`src/irq_ctrl_pkg.sv`:
```
// Purpose: Shared constants and carriers for the interrupt controller.
// Assumes: One 250 MHz clock, APB register access.
// Notes: Every offset and cycle count lives here, and the reset values of pending, source enable, priority and external config.
package irq_ctrl_pkg;

  // ************************************************************
  // Sizes and timing
  // ************************************************************
  localparam int unsigned NUM_SRC = 16;
  localparam int unsigned CLK_MHZ = 250;
  localparam logic [3:0] DETECT_CYC = 4'h1;
  localparam logic [3:0] CALL_CYC = 4'h4;
  localparam logic [3:0] RETURN_FROM_INTERRUPT_CYC = 4'h5;
  localparam logic [3:0] DIV_CYC = 4'h8;
  localparam logic [15:0] VEC_BASE = 16'h0003;
  localparam logic [15:0] VEC_STEP = 16'h0008;

  // ************************************************************
  // Register offsets (byte addresses)
  // ************************************************************
  localparam logic [11:0] OFS_PEND = 12'h000;
  localparam logic [11:0] OFS_ENABLE = 12'h004;
  localparam logic [11:0] OFS_PRIO = 12'h008;
  localparam logic [11:0] OFS_EXTCFG = 12'h00C;
  localparam logic [11:0] OFS_TIMER_CONTROL_REG = 12'h010;
  localparam logic [11:0] OFS_STATUS = 12'h014;

  // ************************************************************
  // Reset values and field positions
  // ************************************************************
  localparam logic [15:0] RST_PEND = 16'h0000;
  localparam logic [15:0] RST_ENABLE = 16'h0000;
  localparam logic [15:0] RST_PRIO = 16'h0000;
  localparam logic [3:0] RST_EXTCFG = 4'h0;
  localparam int unsigned GIE_BIT = 16;
  localparam int unsigned TIMER_CONTROL_REG_EXT0 = 1;
  localparam int unsigned TIMER_CONTROL_REG_EXT1 = 3;
  localparam int unsigned SRC_EXT0 = 0;
  localparam int unsigned SRC_TMR0 = 1;
  localparam int unsigned SRC_EXT1 = 2;
  localparam int unsigned SRC_TMR1 = 3;
  // External config: [0] edge0, [1] pol0, [2] edge1, [3] pol1.
  localparam int unsigned CFG_EDGE0 = 0;
  localparam int unsigned CFG_POL0 = 1;
  localparam int unsigned CFG_EDGE1 = 2;
  localparam int unsigned CFG_POL1 = 3;

  typedef struct packed {
    logic valid;
    logic high;
    logic [3:0] index;
  } req_s;

endpackage : irq_ctrl_pkg

```
`src/irq_ctrl.sv`:
```
// Purpose: Sixteen-source two-level interrupt controller with APB access.
// Assumes: Sequencer pulses call_done, return_from_interrupt_done and instr_done itself.
// Notes: A level source must stay active until recognised.
//
// Notes on behaviour
// - Sixteen sources, each with pending flag and fixed entry point.
// - Software setting a pending flag acts like a hardware event, except on an external input in level mode.
// - Per external input: edge bit 1 edge, polarity bit 1 active high.
// - External inputs sample their pin regardless of pin sharing.
// - External pending flags read at bits 1 and 3 of timer control.
// - Edge mode external flag clears when the CPU vectors.
// - Level mode external flag follows the input's active state.
// - One priority bit per source, low after reset.
// - High preempts low service; nothing preempts high service.
// - Higher level first; equal level lowest source number wins.
// - Sampled each clock; fastest response five cycles.
// - After return, one further instruction before the next call.
// - Worst case eighteen cycles via return plus divide.
// - Equal or higher running service blocks new requests until return.
// - Service deferred while the CPU is stalled.
// - Vector is 0x0003 plus eight times source index.
// - Flags set regardless of enable; request needs global and own enable.
// - Flag still set after return raises a new request once the following instruction ends.
//
// The APB register port and the address map are this design's own decisions.
`timescale 1ns/10ps
`default_nettype none

module irq_ctrl (
  input wire logic pclk,
  input wire logic presetn,
  input wire logic psel,
  input wire logic penable,
  input wire logic pwrite,
  input wire logic [11:0] paddr,
  input wire logic [31:0] pwdata,
  output logic [31:0] prdata,
  output logic pready,
  output logic pslverr,
  input wire logic [15:0] src_event,
  input wire logic ext_irq_zero_input,
  input wire logic ext_irq_one_input,
  input wire logic cpu_stall,
  input wire logic instr_done,
  input wire logic call_done,
  input wire logic return_from_interrupt_done,
  output logic irq_req,
  output logic [15:0] irq_vector,
  output logic [3:0] irq_index
);

  // ************************************************************
  // Registers
  // ************************************************************
  logic [15:0] pend_ff;
  logic [15:0] enable_ff;
  logic [15:0] prio_ff;
  logic global_irq_enable_ff;
  logic [3:0] ext_irq_pin_config_ff;
  logic [1:0] ext_prev_ff;
  logic in_low_ff;
  logic in_high_ff;
  logic hold_ff;
  logic [1:0] ext_active;
  logic [1:0] edge_mode;
  logic [15:0] eligible;
  logic [15:0] sw_set;
  logic [15:0] hw_clr;
  logic [15:0] nxt_pend;
  logic [31:0] nxt_prdata;
  irq_ctrl_pkg::req_s pick;
  logic wr_acc;
  logic rd_acc;
  logic take;

  typedef enum logic [1:0] {
    ST_IDLE = 2'b00,
    ST_CALL = 2'b01,
    ST_HOLD = 2'b10
  } seq_e;
  seq_e seq_ff;

  assign wr_acc = psel & penable & pwrite;
  assign rd_acc = psel & ~penable & ~pwrite;

  // ************************************************************
  // External input conditioning
  // ************************************************************
  // The inputs are read straight from their pins, never via the crossbar.
  assign edge_mode[0] = ext_irq_pin_config_ff[irq_ctrl_pkg::CFG_EDGE0];
  assign edge_mode[1] = ext_irq_pin_config_ff[irq_ctrl_pkg::CFG_EDGE1];
  assign ext_active[0] = ~(ext_irq_zero_input ^
    ext_irq_pin_config_ff[irq_ctrl_pkg::CFG_POL0]);
  assign ext_active[1] = ~(ext_irq_one_input ^
    ext_irq_pin_config_ff[irq_ctrl_pkg::CFG_POL1]);

  always_ff @(posedge pclk or negedge presetn) begin
    if (!presetn) begin
      ext_prev_ff <= 2'b00;
    end else begin
      ext_prev_ff <= ext_active;
    end
  end

  // ************************************************************
  // Arbitration
  // ************************************************************
  assign eligible = pend_ff & enable_ff & {16{global_irq_enable_ff}};

  always_comb begin
    pick = '0;
    for (int i = irq_ctrl_pkg::NUM_SRC - 1; i >= 0; i--) begin
      if (eligible[i] && !prio_ff[i] && !in_low_ff && !in_high_ff) begin
        pick = '{valid: 1'b1, high: 1'b0, index: 4'(i)};
      end
    end
    for (int i = irq_ctrl_pkg::NUM_SRC - 1; i >= 0; i--) begin
      if (eligible[i] && prio_ff[i] && !in_high_ff) begin
        pick = '{valid: 1'b1, high: 1'b1, index: 4'(i)};
      end
    end
  end

  // Decoding each cycle gives one detect cycle before the call starts.
  assign take = (seq_ff == ST_IDLE) & pick.valid & ~cpu_stall
    & ~hold_ff & ~return_from_interrupt_done;

  // ************************************************************
  // Service sequencing
  // ************************************************************
  always_ff @(posedge pclk or negedge presetn) begin
    if (!presetn) begin
      seq_ff <= ST_IDLE;
      irq_req <= 1'b0;
      irq_vector <= 16'h0000;
      irq_index <= 4'h0;
    end else begin
      unique case (seq_ff)
        ST_IDLE: begin
          if (take) begin
            seq_ff <= ST_CALL;
            irq_req <= 1'b1;
            irq_index <= pick.index;
            irq_vector <= irq_ctrl_pkg::VEC_BASE +
              (irq_ctrl_pkg::VEC_STEP * {12'h000, pick.index});
          end
        end
        ST_CALL: begin
          if (call_done) begin
            seq_ff <= ST_IDLE;
            irq_req <= 1'b0;
          end
        end
        ST_HOLD: begin
          seq_ff <= ST_IDLE;
        end
        default: begin
          seq_ff <= ST_IDLE;
        end
      endcase
    end
  end

  // Active service levels; a return ends the highest one.
  always_ff @(posedge pclk or negedge presetn) begin
    if (!presetn) begin
      in_low_ff <= 1'b0;
      in_high_ff <= 1'b0;
    end else if (seq_ff == ST_CALL && call_done) begin
      if (prio_ff[irq_index]) begin
        in_high_ff <= 1'b1;
      end else begin
        in_low_ff <= 1'b1;
      end
    end else if (return_from_interrupt_done) begin
      if (in_high_ff) begin
        in_high_ff <= 1'b0;
      end else begin
        in_low_ff <= 1'b0;
      end
    end
  end

  // After a return one instruction must finish before the next call.
  always_ff @(posedge pclk or negedge presetn) begin
    if (!presetn) begin
      hold_ff <= 1'b0;
    end else if (return_from_interrupt_done) begin
      hold_ff <= 1'b1;
    end else if (instr_done) begin
      hold_ff <= 1'b0;
    end
  end

  // ************************************************************
  // Pending flags
  // ************************************************************
  assign sw_set = wr_acc && paddr == irq_ctrl_pkg::OFS_PEND
    ? pwdata[15:0] : 16'h0000;

  always_comb begin
    hw_clr = 16'h0000;
    if (seq_ff == ST_IDLE && take) begin
      hw_clr[pick.index] = (pick.index == 4'(irq_ctrl_pkg::SRC_TMR0)) |
        (pick.index == 4'(irq_ctrl_pkg::SRC_TMR1)) |
        (pick.index == 4'(irq_ctrl_pkg::SRC_EXT0)) |
        (pick.index == 4'(irq_ctrl_pkg::SRC_EXT1));
    end
  end

  generate
    for (genvar g = 0; g < irq_ctrl_pkg::NUM_SRC; g++) begin : g_pend
      if (g == irq_ctrl_pkg::SRC_EXT0 || g == irq_ctrl_pkg::SRC_EXT1) begin
        localparam int unsigned E = (g == irq_ctrl_pkg::SRC_EXT0) ? 0 : 1;
        always_comb begin
          if (!edge_mode[E]) begin
            nxt_pend[g] = ext_active[E];
          end else if (ext_active[E] && !ext_prev_ff[E]) begin
            nxt_pend[g] = 1'b1;
          end else if (sw_set[g]) begin
            nxt_pend[g] = 1'b1;
          end else if (hw_clr[g]) begin
            nxt_pend[g] = 1'b0;
          end else if (wr_acc && paddr == irq_ctrl_pkg::OFS_PEND) begin
            nxt_pend[g] = pwdata[g];
          end else begin
            nxt_pend[g] = pend_ff[g];
          end
        end
      end else begin : g_per
        always_comb begin
          if (src_event[g] || sw_set[g]) begin
            nxt_pend[g] = 1'b1;
          end else if (hw_clr[g]) begin
            nxt_pend[g] = 1'b0;
          end else if (wr_acc && paddr == irq_ctrl_pkg::OFS_PEND) begin
            nxt_pend[g] = pwdata[g];
          end else begin
            nxt_pend[g] = pend_ff[g];
          end
        end
      end
    end
  endgenerate

  always_ff @(posedge pclk or negedge presetn) begin
    if (!presetn) begin
      pend_ff <= irq_ctrl_pkg::RST_PEND;
    end else begin
      pend_ff <= nxt_pend;
    end
  end

  // ************************************************************
  // APB slave
  // ************************************************************
  always_ff @(posedge pclk or negedge presetn) begin
    if (!presetn) begin
      enable_ff <= irq_ctrl_pkg::RST_ENABLE;
      prio_ff <= irq_ctrl_pkg::RST_PRIO;
      global_irq_enable_ff <= 1'b0;
      ext_irq_pin_config_ff <= irq_ctrl_pkg::RST_EXTCFG;
    end else if (wr_acc) begin
      unique case (paddr)
        irq_ctrl_pkg::OFS_ENABLE: begin
          enable_ff <= pwdata[15:0];
          global_irq_enable_ff <= pwdata[irq_ctrl_pkg::GIE_BIT];
        end
        irq_ctrl_pkg::OFS_PRIO: prio_ff <= pwdata[15:0];
        irq_ctrl_pkg::OFS_EXTCFG: ext_irq_pin_config_ff <= pwdata[3:0];
        default: begin
        end
      endcase
    end
  end

  always_comb begin
    nxt_prdata = 32'h0000_0000;
    unique case (paddr)
      irq_ctrl_pkg::OFS_PEND: nxt_prdata = {16'h0000, pend_ff};
      irq_ctrl_pkg::OFS_ENABLE: begin
        nxt_prdata = {15'h0000, global_irq_enable_ff, enable_ff};
      end
      irq_ctrl_pkg::OFS_PRIO: nxt_prdata = {16'h0000, prio_ff};
      irq_ctrl_pkg::OFS_EXTCFG: nxt_prdata = {28'h000_0000,
        ext_irq_pin_config_ff};
      irq_ctrl_pkg::OFS_TIMER_CONTROL_REG: begin
        nxt_prdata[irq_ctrl_pkg::TIMER_CONTROL_REG_EXT0] =
          pend_ff[irq_ctrl_pkg::SRC_EXT0];
        nxt_prdata[irq_ctrl_pkg::TIMER_CONTROL_REG_EXT1] =
          pend_ff[irq_ctrl_pkg::SRC_EXT1];
      end
      irq_ctrl_pkg::OFS_STATUS: nxt_prdata = {26'h000_0000, in_high_ff,
        in_low_ff, irq_index};
      default: nxt_prdata = 32'h0000_0000;
    endcase
  end

  // Read data is captured in setup so every output leaves a flip-flop.
  always_ff @(posedge pclk or negedge presetn) begin
    if (!presetn) begin
      prdata <= 32'h0000_0000;
      pready <= 1'b0;
      pslverr <= 1'b0;
    end else begin
      pready <= psel & ~penable;
      pslverr <= 1'b0;
      if (rd_acc) begin
        prdata <= nxt_prdata;
      end
    end
  end

  // ************************************************************
  // Checks
  // ************************************************************
  vec_map_a: assert property (@(posedge pclk) disable iff (!presetn)
    $rose(irq_req) |-> irq_vector ==
      irq_ctrl_pkg::VEC_BASE + 16'(irq_index) * irq_ctrl_pkg::VEC_STEP)
    else $error("Vector does not match source index.");

  no_preempt_a: assert property (@(posedge pclk)
    disable iff (!presetn) in_high_ff && !return_from_interrupt_done |=> !$rose(irq_req))
    else $error("Call issued during high level service.");

  gate_enable_a: assert property (@(posedge pclk)
    disable iff (!presetn) $rose(irq_req) |-> $past(global_irq_enable_ff))
    else $error("Request raised while globally disabled.");

  after_return_from_interrupt_a: assert property (@(posedge pclk)
    disable iff (!presetn) return_from_interrupt_done |=> !irq_req [*1] ##0 hold_ff)
    else $error("Call made right after return.");

  stall_hold_a: assert property (@(posedge pclk)
    disable iff (!presetn) cpu_stall && !irq_req |=> !irq_req)
    else $error("Call started during stall.");

  level_track_a: assert property (@(posedge pclk)
    disable iff (!presetn)
    !edge_mode[0] && !$past(wr_acc) && $stable(edge_mode[0]) |->
      pend_ff[0] == $past(ext_active[0]))
    else $error("Level flag does not follow input.");

  edge_set_a: assert property (@(posedge pclk)
    disable iff (!presetn)
    edge_mode[1] && ext_active[1] && !ext_prev_ff[1] |=> pend_ff[2])
    else $error("Edge did not set pending flag.");

  auto_clr_a: assert property (@(posedge pclk)
    disable iff (!presetn)
    take && pick.index == 4'h1 && !src_event[1] && !sw_set[1]
      |=> !pend_ff[1])
    else $error("Timer flag not cleared on vectoring.");

endmodule : irq_ctrl

`default_nettype wire

```
`config.mk`:
```
export PLATFORM = sky130hd
export DESIGN_NAME = irq_ctrl
export DESIGN_NICKNAME = d
export VERILOG_FILES = /design/src/irq_ctrl_pkg.sv /design/src/irq_ctrl.sv
export SDC_FILE = /design/constraint.sdc
export NUM_CORES = 1
export LEC_CHECK = 0
export ABC_AREA = 0
export BUFFER_PORTS_ARGS = -buffer_cell sky130_fd_sc_hd__buf_4
export CAP_MARGIN = 20
export CORE_MARGIN = 4
export CORE_UTILIZATION = 35
export DETAILED_ROUTE_END_ITERATION = 8
export GPL_TIMING_DRIVEN = 0
export SLEW_MARGIN = 20
export SYNTH_ARGS = -nofsm -noshare
export SYNTH_HDL_FRONTEND = slang
export SYNTH_SLANG_ARGS = --single-unit
```
`constraint.sdc`:
```
create_clock -name pclk -period 2.7 [get_ports pclk]
set_input_delay 0 -clock pclk [delete_from_list [all_inputs] [get_ports pclk]]
set_output_delay 0 -clock pclk [all_outputs]
set_load 0.1 [all_outputs]
```
==> impl_metrics.json, run 1 <==
{
  "status": "finished clean",
  "antenna_found_initial": 0,
  "area_delta_synth_final_pct": 36.6,
  "wl_mm": 14.3,
  "cts_tree": "done",
  "slew_violations": 0,
  "clockBufferDepth": 2,
  "p_int_mw": 2.24,
  "design.die.area_sq_um": 15600,
  "syn_area_sq_um": 4770,
  "num_vias": 4188,
  "cts_made_buffers": 9,
  "maxSlewHeadroom": 0.424,
  "crit_arrival_ns": 2.75,
  "diodes": 0,
  "grt_pass1_wl_mm": 23.4,
  "yosys-top-cells-count": "dfrtp_1, nand2_1, mux2_2, buf_4, o21ai_0",
  "setup_violations": 0,
  "crit_path_max_incr_delay_ns": 0.47,
  "start_util": 0.359,
  "ys_warn_count": 0,
  "drc": 0,
  "ys_ff_latch": 82,
  "pwr-share-seq": 0.410,
  "layout.nets": 711,
  "cp-start-kind": "flip-flop",
  "cts.sinks": 82,
  "synthDistinctLibCells": 63,
  "path_cells": "or3b_1 > clkbuf_1 > o31ai_1 > a211oi_1 > nor3_1 > o211ai_2 > o41a_1",
  "synth_edf_count": 0,
  "power_density_nw_per_um2": 466,
  "timing.fmax_mhz": 395,
  "grt_start_max_net_pins": 83,
  "path_buf_inv": 1,
  "ant_nets": 0,
  "hold_viol_final": 0,
  "grt_overflow": 0,
  "synth_area_leaders": "dfrtp_1, mux2_2, buf_4, nand2_1, mux2i_1",
  "period_needed_ns": 2.53,
  "synth_ff_type": "dfrtp_1",
  "fin_worst_skew_ns": 0.00735,
  "synthCells": 473,
  "worstPathRequired_ns": 2.92,
  "final_cell_area_sq_um": 6520,
  "gp_congestion": 0.867,
  "synth_seq_area_share": 0.430,
  "p_clk_frac": 0.441,
  "port_buffers": 80,
  "synth_top_area_cell": "dfrtp_1",
  "p_switching_mw": 0.795,
  "cts.clk_slew.worst_paths_ns": 0.06,
  "endpoint_kind": "flip-flop",
  "rsz0062_at_grt": "no",
  "grt_pass1_vias": 4310,
  "switching_share": 0.262,
  "avgSynthCellArea_sq_um": 10.1,
  "synth.top_cell.area_share": 0.430,
  "wire_per_inst_microns": 17.5,
  "async_flop_share": 1.00,
  "cts_root_buffer": "clkbuf_16",
  "hold_slack_ns": 0.00664,
  "worstMarginPinSlew_ns": 0.863,
  "dp_slack_ns": 0.201,
  "pwr-share-comb": 0.149,
  "drt_pass1_iterations": 5,
  "num_rows": 42,
  "criticalPathCategory": "flip-flop to flip-flop",
  "min_path_type": "input port to flip-flop",
  "postPlaceCellArea_sq_um": 5690,
  "track_usage": 0.189,
  "die_y_microns": 125,
  "max_cap_viol_count": 0,
  "design.core.area_sq_um": 13300,
  "period_share": 0.937,
  "path_max_fanout": 6,
  "fin_tns_setup_ns": 0,
  "vias_per_cell": 5.11,
  "worst_path_dominant_cell_family": "compound AO/OA/AOI/OAI gates",
  "chipWidth_microns": 125,
  "vdd_drop_max_mv": 0.254,
  "critPathSlowestCell": "dfrtp_1",
  "htreeDepth": 3,
  "synth.most_common_cell": "dfrtp_1",
  "dpl.hpwl_mm": 10.6,
  "drtIter0Drc": 216,
  "layout_setup_ws_ns": 0.170,
  "drive_gt1_frac": 0.293,
  "power_leakage_nw": 3.05,
  "insertion_delay_ns": 0.34,
  "design.portCount": 126
}
==> state kept, by name, summed over array words and instances, names as in the netlist <==
signal	cells
enable_ff	16
ext_irq_pin_config_ff	4
ext_prev_ff	2
global_irq_enable_ff	1
hold_ff	1
in_high_ff	1
in_low_ff	1
irq_index	4
irq_req	1
irq_vector	1
pend_ff	16
prdata	17
pready	1
prio_ff	16
==> layout by cell type (no fill, tap or decap), drive strengths merged, types with 21 or more instances in the layout <==
master	n
buf	121
clkbuf	21
conb	26
dfrtp	82
dlygate4sd3	51
mux2	40
nand2	58
nand3b	24
o21ai	26
==> timing repair <==
action / in CTS / in global routing
setup endpoints to repair: 0 / 0
buffers inserted: 0 / 0
hold buffers: 51 / 0
endpoints found under the hold margin: 140 / 0
gates resized for setup: 0 / 0
==> logic make-up after synthesis <==
logic type,after synthesis,share of synthesized area
mux,64,0.158
flops,82,0.430
other cells,1,0.000786
xor+xnor,2,0.00367
simple gates,166,0.188
buf+inv,57,0.0729
compound gates,101,0.147
==> path summary, 6_finish.rpt <==
| check | start | end | slack, ns | cells after the start |
|---|---|---|---|---|
| worst max-delay path | in_high_ff$_DFFE_PN0P_ | pend_ff[3]$_DFFE_PN0P_ | 0.17 | 7 |
| worst min-delay path | cpu_stall | irq_index[3]$_DFFE_PN0P_ | 0.007 | 3 |
| worst max register to register | in_high_ff$_DFFE_PN0P_ | pend_ff[3]$_DFFE_PN0P_ | 0.17 | 7 |
| worst min register to register | prdata[3]$_DFFE_PN0P_ | prdata[3]$_DFFE_PN0P_ | 0.48 | 2 |
| max in group asynchronous | presetn | pend_ff[13]$_DFFE_PN0P_ | 1.92 | 2 |
| min in group asynchronous | presetn | ext_irq_pin_config_ff[1]$_DFFE_PN0P_ | 0.27 | 2 |
==> power groups by stage <==
stage               registers, mW  logic, mW  clock network [mW]
floorplan                    1.31      0.244                   0
global placement             1.27      0.402                   0
detailed placement           1.27      0.406                   0
CTS                          1.25      0.450                1.37
global route                 1.25      0.480                1.40
finish                       1.25      0.451                1.34
==> layout make-up <==
cell class | count | area, sq um
fillers | 1261 | 6770
inverters | 8 | 30.0
clock inverters | 2 | 60.1
plain buffers | 49 | 318
well taps | 176 | 220
clock buffers | 13 | 260
repair buffers | 131 | 1110
multi-input cells | 359 | 2470
flip-flops and latches | 82 | 2050
==> stage by stage <==
| stage | total power [mW] | cells | util |
|---|---|---|---|
| final | 3.04 | 820 | 0.491 |
| after global routing | 3.13 | 820 | 0.491 |
| after CTS | 3.06 | 820 | 0.490 |
| after detailed placement | 1.67 | 754 | 0.428 |
| after global placement | 1.67 | 754 | 0.428 |
| after floorplan | 1.55 | 498 | - |
==> routing by layer <==
layer,share of wire,GRT usage,wire (microns),up-vias
met1,0.46,0.252,6550,2042
met3,0.053,0.0395,759,15
met2,0.47,0.308,6810,122
met4,0.015,0.0613,220,0
li1,-,-,-,2009
met5,0,0,0,-
==> tightest hold or removal path, stage by stage <==
cell and delay [ns]:
buf_4 0.08, nor4_1 0.09, a21oi_1 0.14
Power figures use the tool's default switching activity.
==> run 2: changes to the inputs <==
--- a/config.mk
+++ b/config.mk
@@ -12,6 +12,7 @@
 export CORE_UTILIZATION = 35
 export DETAILED_ROUTE_END_ITERATION = 8
 export GPL_TIMING_DRIVEN = 0
+export REMOVE_ABC_BUFFERS = 1
 export SLEW_MARGIN = 20
 export SYNTH_ARGS = -nofsm -noshare
 export SYNTH_HDL_FRONTEND = slang
==> impl_metrics.json, run 2 (same netlist as run 1, synthesis figures left out) <==
{
  "layout_commonest_cell": "dfrtp_1",
  "dp_cells": 708,
  "crit_arrival_ns": 2.76,
  "vias_per_cell": 5.14,
  "hold_slack_ns": 0.173,
  "endpoint_kind": "flip-flop",
  "holdPathStages": 5,
  "max_cap_viol_count": 0,
  "worstPathRequired_ns": 2.93,
  "path_max_fanout": 20,
  "hold_viol_final": 0,
  "switching_share": 0.280,
  "timing.fmax_mhz": 395,
  "htreeDepth": 3,
  "wl_mm": 13.5,
  "cts_tree": "done",
  "fin_worst_skew_ns": 0.00897,
  "insertion_delay_ns": 0.35,
  "clockBufferDepth": 2,
  "chipWidth_microns": 125,
  "min_path_type": "input port to flip-flop",
  "rsz0062_at_grt": "no",
  "postPlaceCellArea_sq_um": 5410,
  "ant_nets": 0,
  "antenna_found_initial": 0,
  "final_cells": 775,
  "path_cells": "nand2b_2 > or3_1 > and3b_1 > nand2_1 > a211o_1 > o21a_1 > mux2_2",
  "design.die.area_sq_um": 15600,
  "fillers": 1250,
  "pwr-share-seq": 0.427,
  "pwr-share-comb": 0.143,
  "cts.clk_slew.worst_paths_ns": 0.06,
  "cts_root_buffer": "clkbuf_16",
  "period_share": 0.938,
  "power_density_nw_per_um2": 468,
  "die_y_microns": 125,
  "cp-start-kind": "flip-flop",
  "power.total_mw": 2.92,
  "cts_made_buffers": 9,
  "regMostFlops": "prdata",
  "drc": 0,
  "slew_violations": 0,
  "final_cell_area_sq_um": 6230,
  "p_switching_mw": 0.815,
  "critPathSlowestCell": "or3_1",
  "grt_pass1_vias": 3936,
  "r2r_slack_ns": 0.17,
  "largest_reg_flops": 17,
  "maxSlewHeadroom": 0.284,
  "vdd_drop_max_mv": 0.229,
  "power_leakage_nw": 2.85,
  "worstMarginPinSlew_ns": 1.07,
  "num_vias": 3983,
  "layout.nets": 665,
  "track_usage": 0.173,
  "grt_overflow": 0,
  "setup_violations": 0,
  "criticalPathCategory": "flip-flop to flip-flop",
  "cts.sinks": 82,
  "p_int_mw": 2.10,
  "grt_pass1_wl_mm": 21.5,
  "drt_pass1_iterations": 5,
  "area_delta_synth_final_pct": 30.6,
  "drive_gt1_frac": 0.265,
  "reg2reg_depth": 7,
  "wire_per_inst_microns": 17.5,
  "diodes": 0,
  "start_util": 0.359,
  "p_clk_frac": 0.430,
  "design.portCount": 126,
  "gp_congestion": 0.864,
  "num_rows": 42,
  "port_buffers": 82,
  "period_needed_ns": 2.53,
  "fin_tns_setup_ns": 0,
  "final_cell_mix": "dfrtp_1, buf_4, nand2_1",
  "status": "finished clean",
  "drtIter0Drc": 217,
  "crit_path_max_incr_delay_ns": 0.46,
  "dpl.hpwl_mm": 9.72,
  "design.core.area_sq_um": 13300,
  "grt_start_max_net_pins": 83
}
## run 2: cell types whose count changed in the layout (fill, tap and decap cells not counted), moves of 3 or more
cell | previous run | this run
buf_1 | 3 | 0
buf_2 | 5 | 0
buf_4 | 111 | 81
clkbuf_1 | 10 | 0
clkinvlp_4 | 0 | 3
## run 2: metal layers
metal	up-vias	track usage	share of wire
met4	0	0.0529	0.011
met1	1948	0.233	0.45
met2	108	0.283	0.48
met5	-	0	0
li1	1916	-	-
met3	11	0.0326	0.058
## run 2: path summary, 6_finish.rpt
check | start | endpoint
setup / recovery | in_high_ff$_DFFE_PN0P_ | irq_index[1]$_DFFE_PN0P_
hold / removal | paddr[6] | prdata[1]$_DFFE_PN0P_
setup reg to reg | in_high_ff$_DFFE_PN0P_ | irq_index[1]$_DFFE_PN0P_
hold reg to reg | prdata[1]$_DFFE_PN0P_ | prdata[1]$_DFFE_PN0P_
max in group asynchronous | presetn | prio_ff[6]$_DFFE_PN0P_
min in group asynchronous | presetn | prdata[2]$_DFFE_PN0P_
## run 2: worst max-delay path: cells and delay by family (launching register included)
kind	cells	cell delay, ns
AO/OA/AOI/OAI	2	0.44
flip-flops	1	0.44
multiplexers	1	0.36
AND/OR/NAND/NOR	4	1.16
## run 2: what timing repair did
item | 4_1_cts | 5_1_grt
endpoints found under the hold margin | 141 | 0
setup buffers | 0 | 0
gates resized for setup | 0 | 2
setup endpoints to repair | 0 | 3
hold buffers | 51 | 0
## run 2: layout make-up
class	instances	area, sq um	area share
Multi-Input combinational cell	359	2480	0.398
Inverter	8	30.0	0.00482
Clock inverter	6	66.3	0.0106
Tap cell	176	220	0.0353
Sequential cell	82	2050	0.329
Clock buffer	10	239	0.0383
Timing Repair Buffer	134	1140	0.184
## run 2: metrics by stage
| step | worst slack (ns) | util |
|---|---|---|
| CTS | 0.0197 | 0.468 |
| finish | 0.169 | 0.469 |
| detailed placement | 0.0178 | 0.407 |
| global route | 0.0376 | 0.469 |
| floorplan | -0.451 | - |
| global placement | -0.0586 | 0.405 |
## run 2: power groups by stage
stage,clock (mW),sequential [mW],combinational [mW]
after global routing,1.33,1.25,0.442
after floorplan,0,1.31,0.202
after CTS,1.28,1.25,0.418
after detailed placement,0,1.27,0.373
final,1.25,1.25,0.417
after global placement,0,1.27,0.368
==> run 3: changes to the inputs <==
==> constraint.sdc (replaced) <==
create_clock -name pclk -period 2.96 [get_ports pclk]
set_input_delay 0 -clock pclk [delete_from_list [all_inputs] [get_ports pclk]]
set_output_delay 0 -clock pclk [all_outputs]
set_load 0.1 [all_outputs]
==> impl_metrics.json, run 3 (same netlist as run 1, synthesis figures left out) <==
{
  "fin_tns_setup_ns": 0,
  "design.die.area_sq_um": 15600,
  "drc": 0,
  "power.total_mw": 2.66,
  "rsz0062_at_grt": "no",
  "endpoint_kind": "flip-flop",
  "regMostFlops": "prdata",
  "p_switching_mw": 0.742,
  "cts_made_buffers": 9,
  "vias_per_cell": 5.12,
  "dpl.hpwl_mm": 9.72,
  "power_density_nw_per_um2": 426,
  "insertion_delay_ns": 0.35,
  "timing.fmax_mhz": 373,
  "layout_commonest_cell": "dfrtp_1",
  "crit_path_max_incr_delay_ns": 0.53,
  "track_usage": 0.173,
  "hold_viol_final": 0,
  "final_cell_area_sq_um": 6240,
  "maxSlewHeadroom": 0.279,
  "num_vias": 3973,
  "wl_mm": 13.6,
  "drive_gt1_frac": 0.262,
  "min_path_type": "input port to flip-flop",
  "criticalPathCategory": "flip-flop to flip-flop",
  "clockBufferDepth": 2,
  "slew_violations": 0,
  "period_share": 0.906,
  "setup_violations": 0,
  "final_cell_mix": "dfrtp_1, buf_4, nand2_1",
  "diodes": 0,
  "chipWidth_microns": 125,
  "status": "finished clean",
  "final_cells": 776,
  "cts_tree": "done",
  "postPlaceCellArea_sq_um": 5410,
  "drtIter0Drc": 183,
  "wire_per_inst_microns": 17.5,
  "dp_cells": 708,
  "num_rows": 42,
  "grt_pass1_vias": 3939,
  "htreeDepth": 3,
  "vdd_drop_max_mv": 0.211,
  "start_util": 0.359,
  "max_cap_viol_count": 0,
  "worstPathRequired_ns": 3.19,
  "design.core.area_sq_um": 13300,
  "drt_pass1_iterations": 4,
  "gp_congestion": 0.864,
  "path_cells": "nand2b_1 > or3_1 > and3b_1 > nand2_1 > a211o_1 > o21a_1 > mux2_2",
  "fin_util": 0.469,
  "p_clk_frac": 0.429,
  "met1_length_mm": 6.24,
  "die_y_microns": 125,
  "switching_share": 0.279,
  "worstMarginPinSlew_ns": 1.08,
  "design.portCount": 126,
  "grt_start_max_net_pins": 83,
  "route.met3.wl_microns": 624,
  "layout.nets": 666,
  "cp-start-kind": "flip-flop",
  "pwr-share-comb": 0.144,
  "grt_pass1_wl_mm": 21.5,
  "fin_worst_skew_ns": 0.00766,
  "largest_reg_flops": 17,
  "antenna_found_initial": 0,
  "top_layer_used": "met4",
  "grt_overflow": 0,
  "cts.sinks": 82,
  "path_max_fanout": 20,
  "cts.clk_slew.worst_paths_ns": 0.06,
  "port_buffers": 82,
  "critPathSlowestCell": "or3_1",
  "pwr-share-seq": 0.427,
  "period_needed_ns": 2.68,
  "ant_nets": 0,
  "wl_met2_mm": 6.51,
  "post_cts_buffers": 0,
  "power_leakage_nw": 2.85,
  "p_int_mw": 1.92,
  "crit_arrival_ns": 2.91,
  "cts_root_buffer": "clkbuf_16",
  "area_delta_synth_final_pct": 30.7
}
run 3: cell count changes in the layout (fill, tap and decap cells not counted), sizes merged:
cell         delta
dlygate4sd3     +1
run 3: worst paths after layout:
| kind | start | to | slack (ns) | cells past startpoint |
|---|---|---|---|---|
| worst max-delay path | in_high_ff$_DFFE_PN0P_ | irq_index[1]$_DFFE_PN0P_ | 0.28 | 7 |
| worst min-delay path | paddr[6] | prdata[1]$_DFFE_PN0P_ | 0.18 | 5 |
| worst max register to register | in_high_ff$_DFFE_PN0P_ | irq_index[1]$_DFFE_PN0P_ | 0.28 | 7 |
| worst min register to register | prdata[1]$_DFFE_PN0P_ | prdata[1]$_DFFE_PN0P_ | 0.48 | 2 |
| max in group asynchronous | presetn | prio_ff[6]$_DFFE_PN0P_ | 2.16 | 2 |
| min in group asynchronous | presetn | prdata[2]$_DFFE_PN0P_ | 0.28 | 2 |
run 3: stage by stage:
step                      hold slack [ns]  worst slack (ns)
after global routing                0.217            0.0623
after floorplan                    -0.296            -0.191
final                               0.178             0.278
after detailed placement            0.194             0.278
after global placement              0.181             0.201
after CTS                           0.169             0.207
run 3: layer usage:
metal	up-vias	GRT usage
met3	12	0.0326
li1	1915	-
met2	94	0.283
met5	-	0
met1	1952	0.233
met4	0	0.0529
run 3: timing repair:
item,4_1_cts,5_1_grt
hold endpoints to repair,141,0
gates resized for setup,0,1
endpoints found under the setup margin,0,10
hold buffers,52,0
run 3: layout make-up:
class | count | area [sq um]
Timing Repair Buffer | 135 | 1150
Multi-Input combinational cell | 359 | 2470
Inverter | 8 | 30.0
Sequential cell | 82 | 2050
Clock buffer | 10 | 239
Clock inverter | 6 | 66.3
Tap cell | 176 | 220
Fill cell | 1252 | 7060
run 3: power groups by stage:
stage	sequential (mW)	clock (mW)	combinational (mW)
global route	1.14	1.21	0.404
finish	1.14	1.14	0.382
floorplan	1.19	0	0.184
global placement	1.16	0	0.336
detailed placement	1.16	0	0.340
CTS	1.14	1.16	0.383
run 3: critical path, delay by kind of cell, from the launching register on:
kind,cells,cell delay [ns]
muxes,1,0.36
and+or+nand+nor,4,1.32
DFF,1,0.44
AOI/OAI and AO/OA,2,0.43
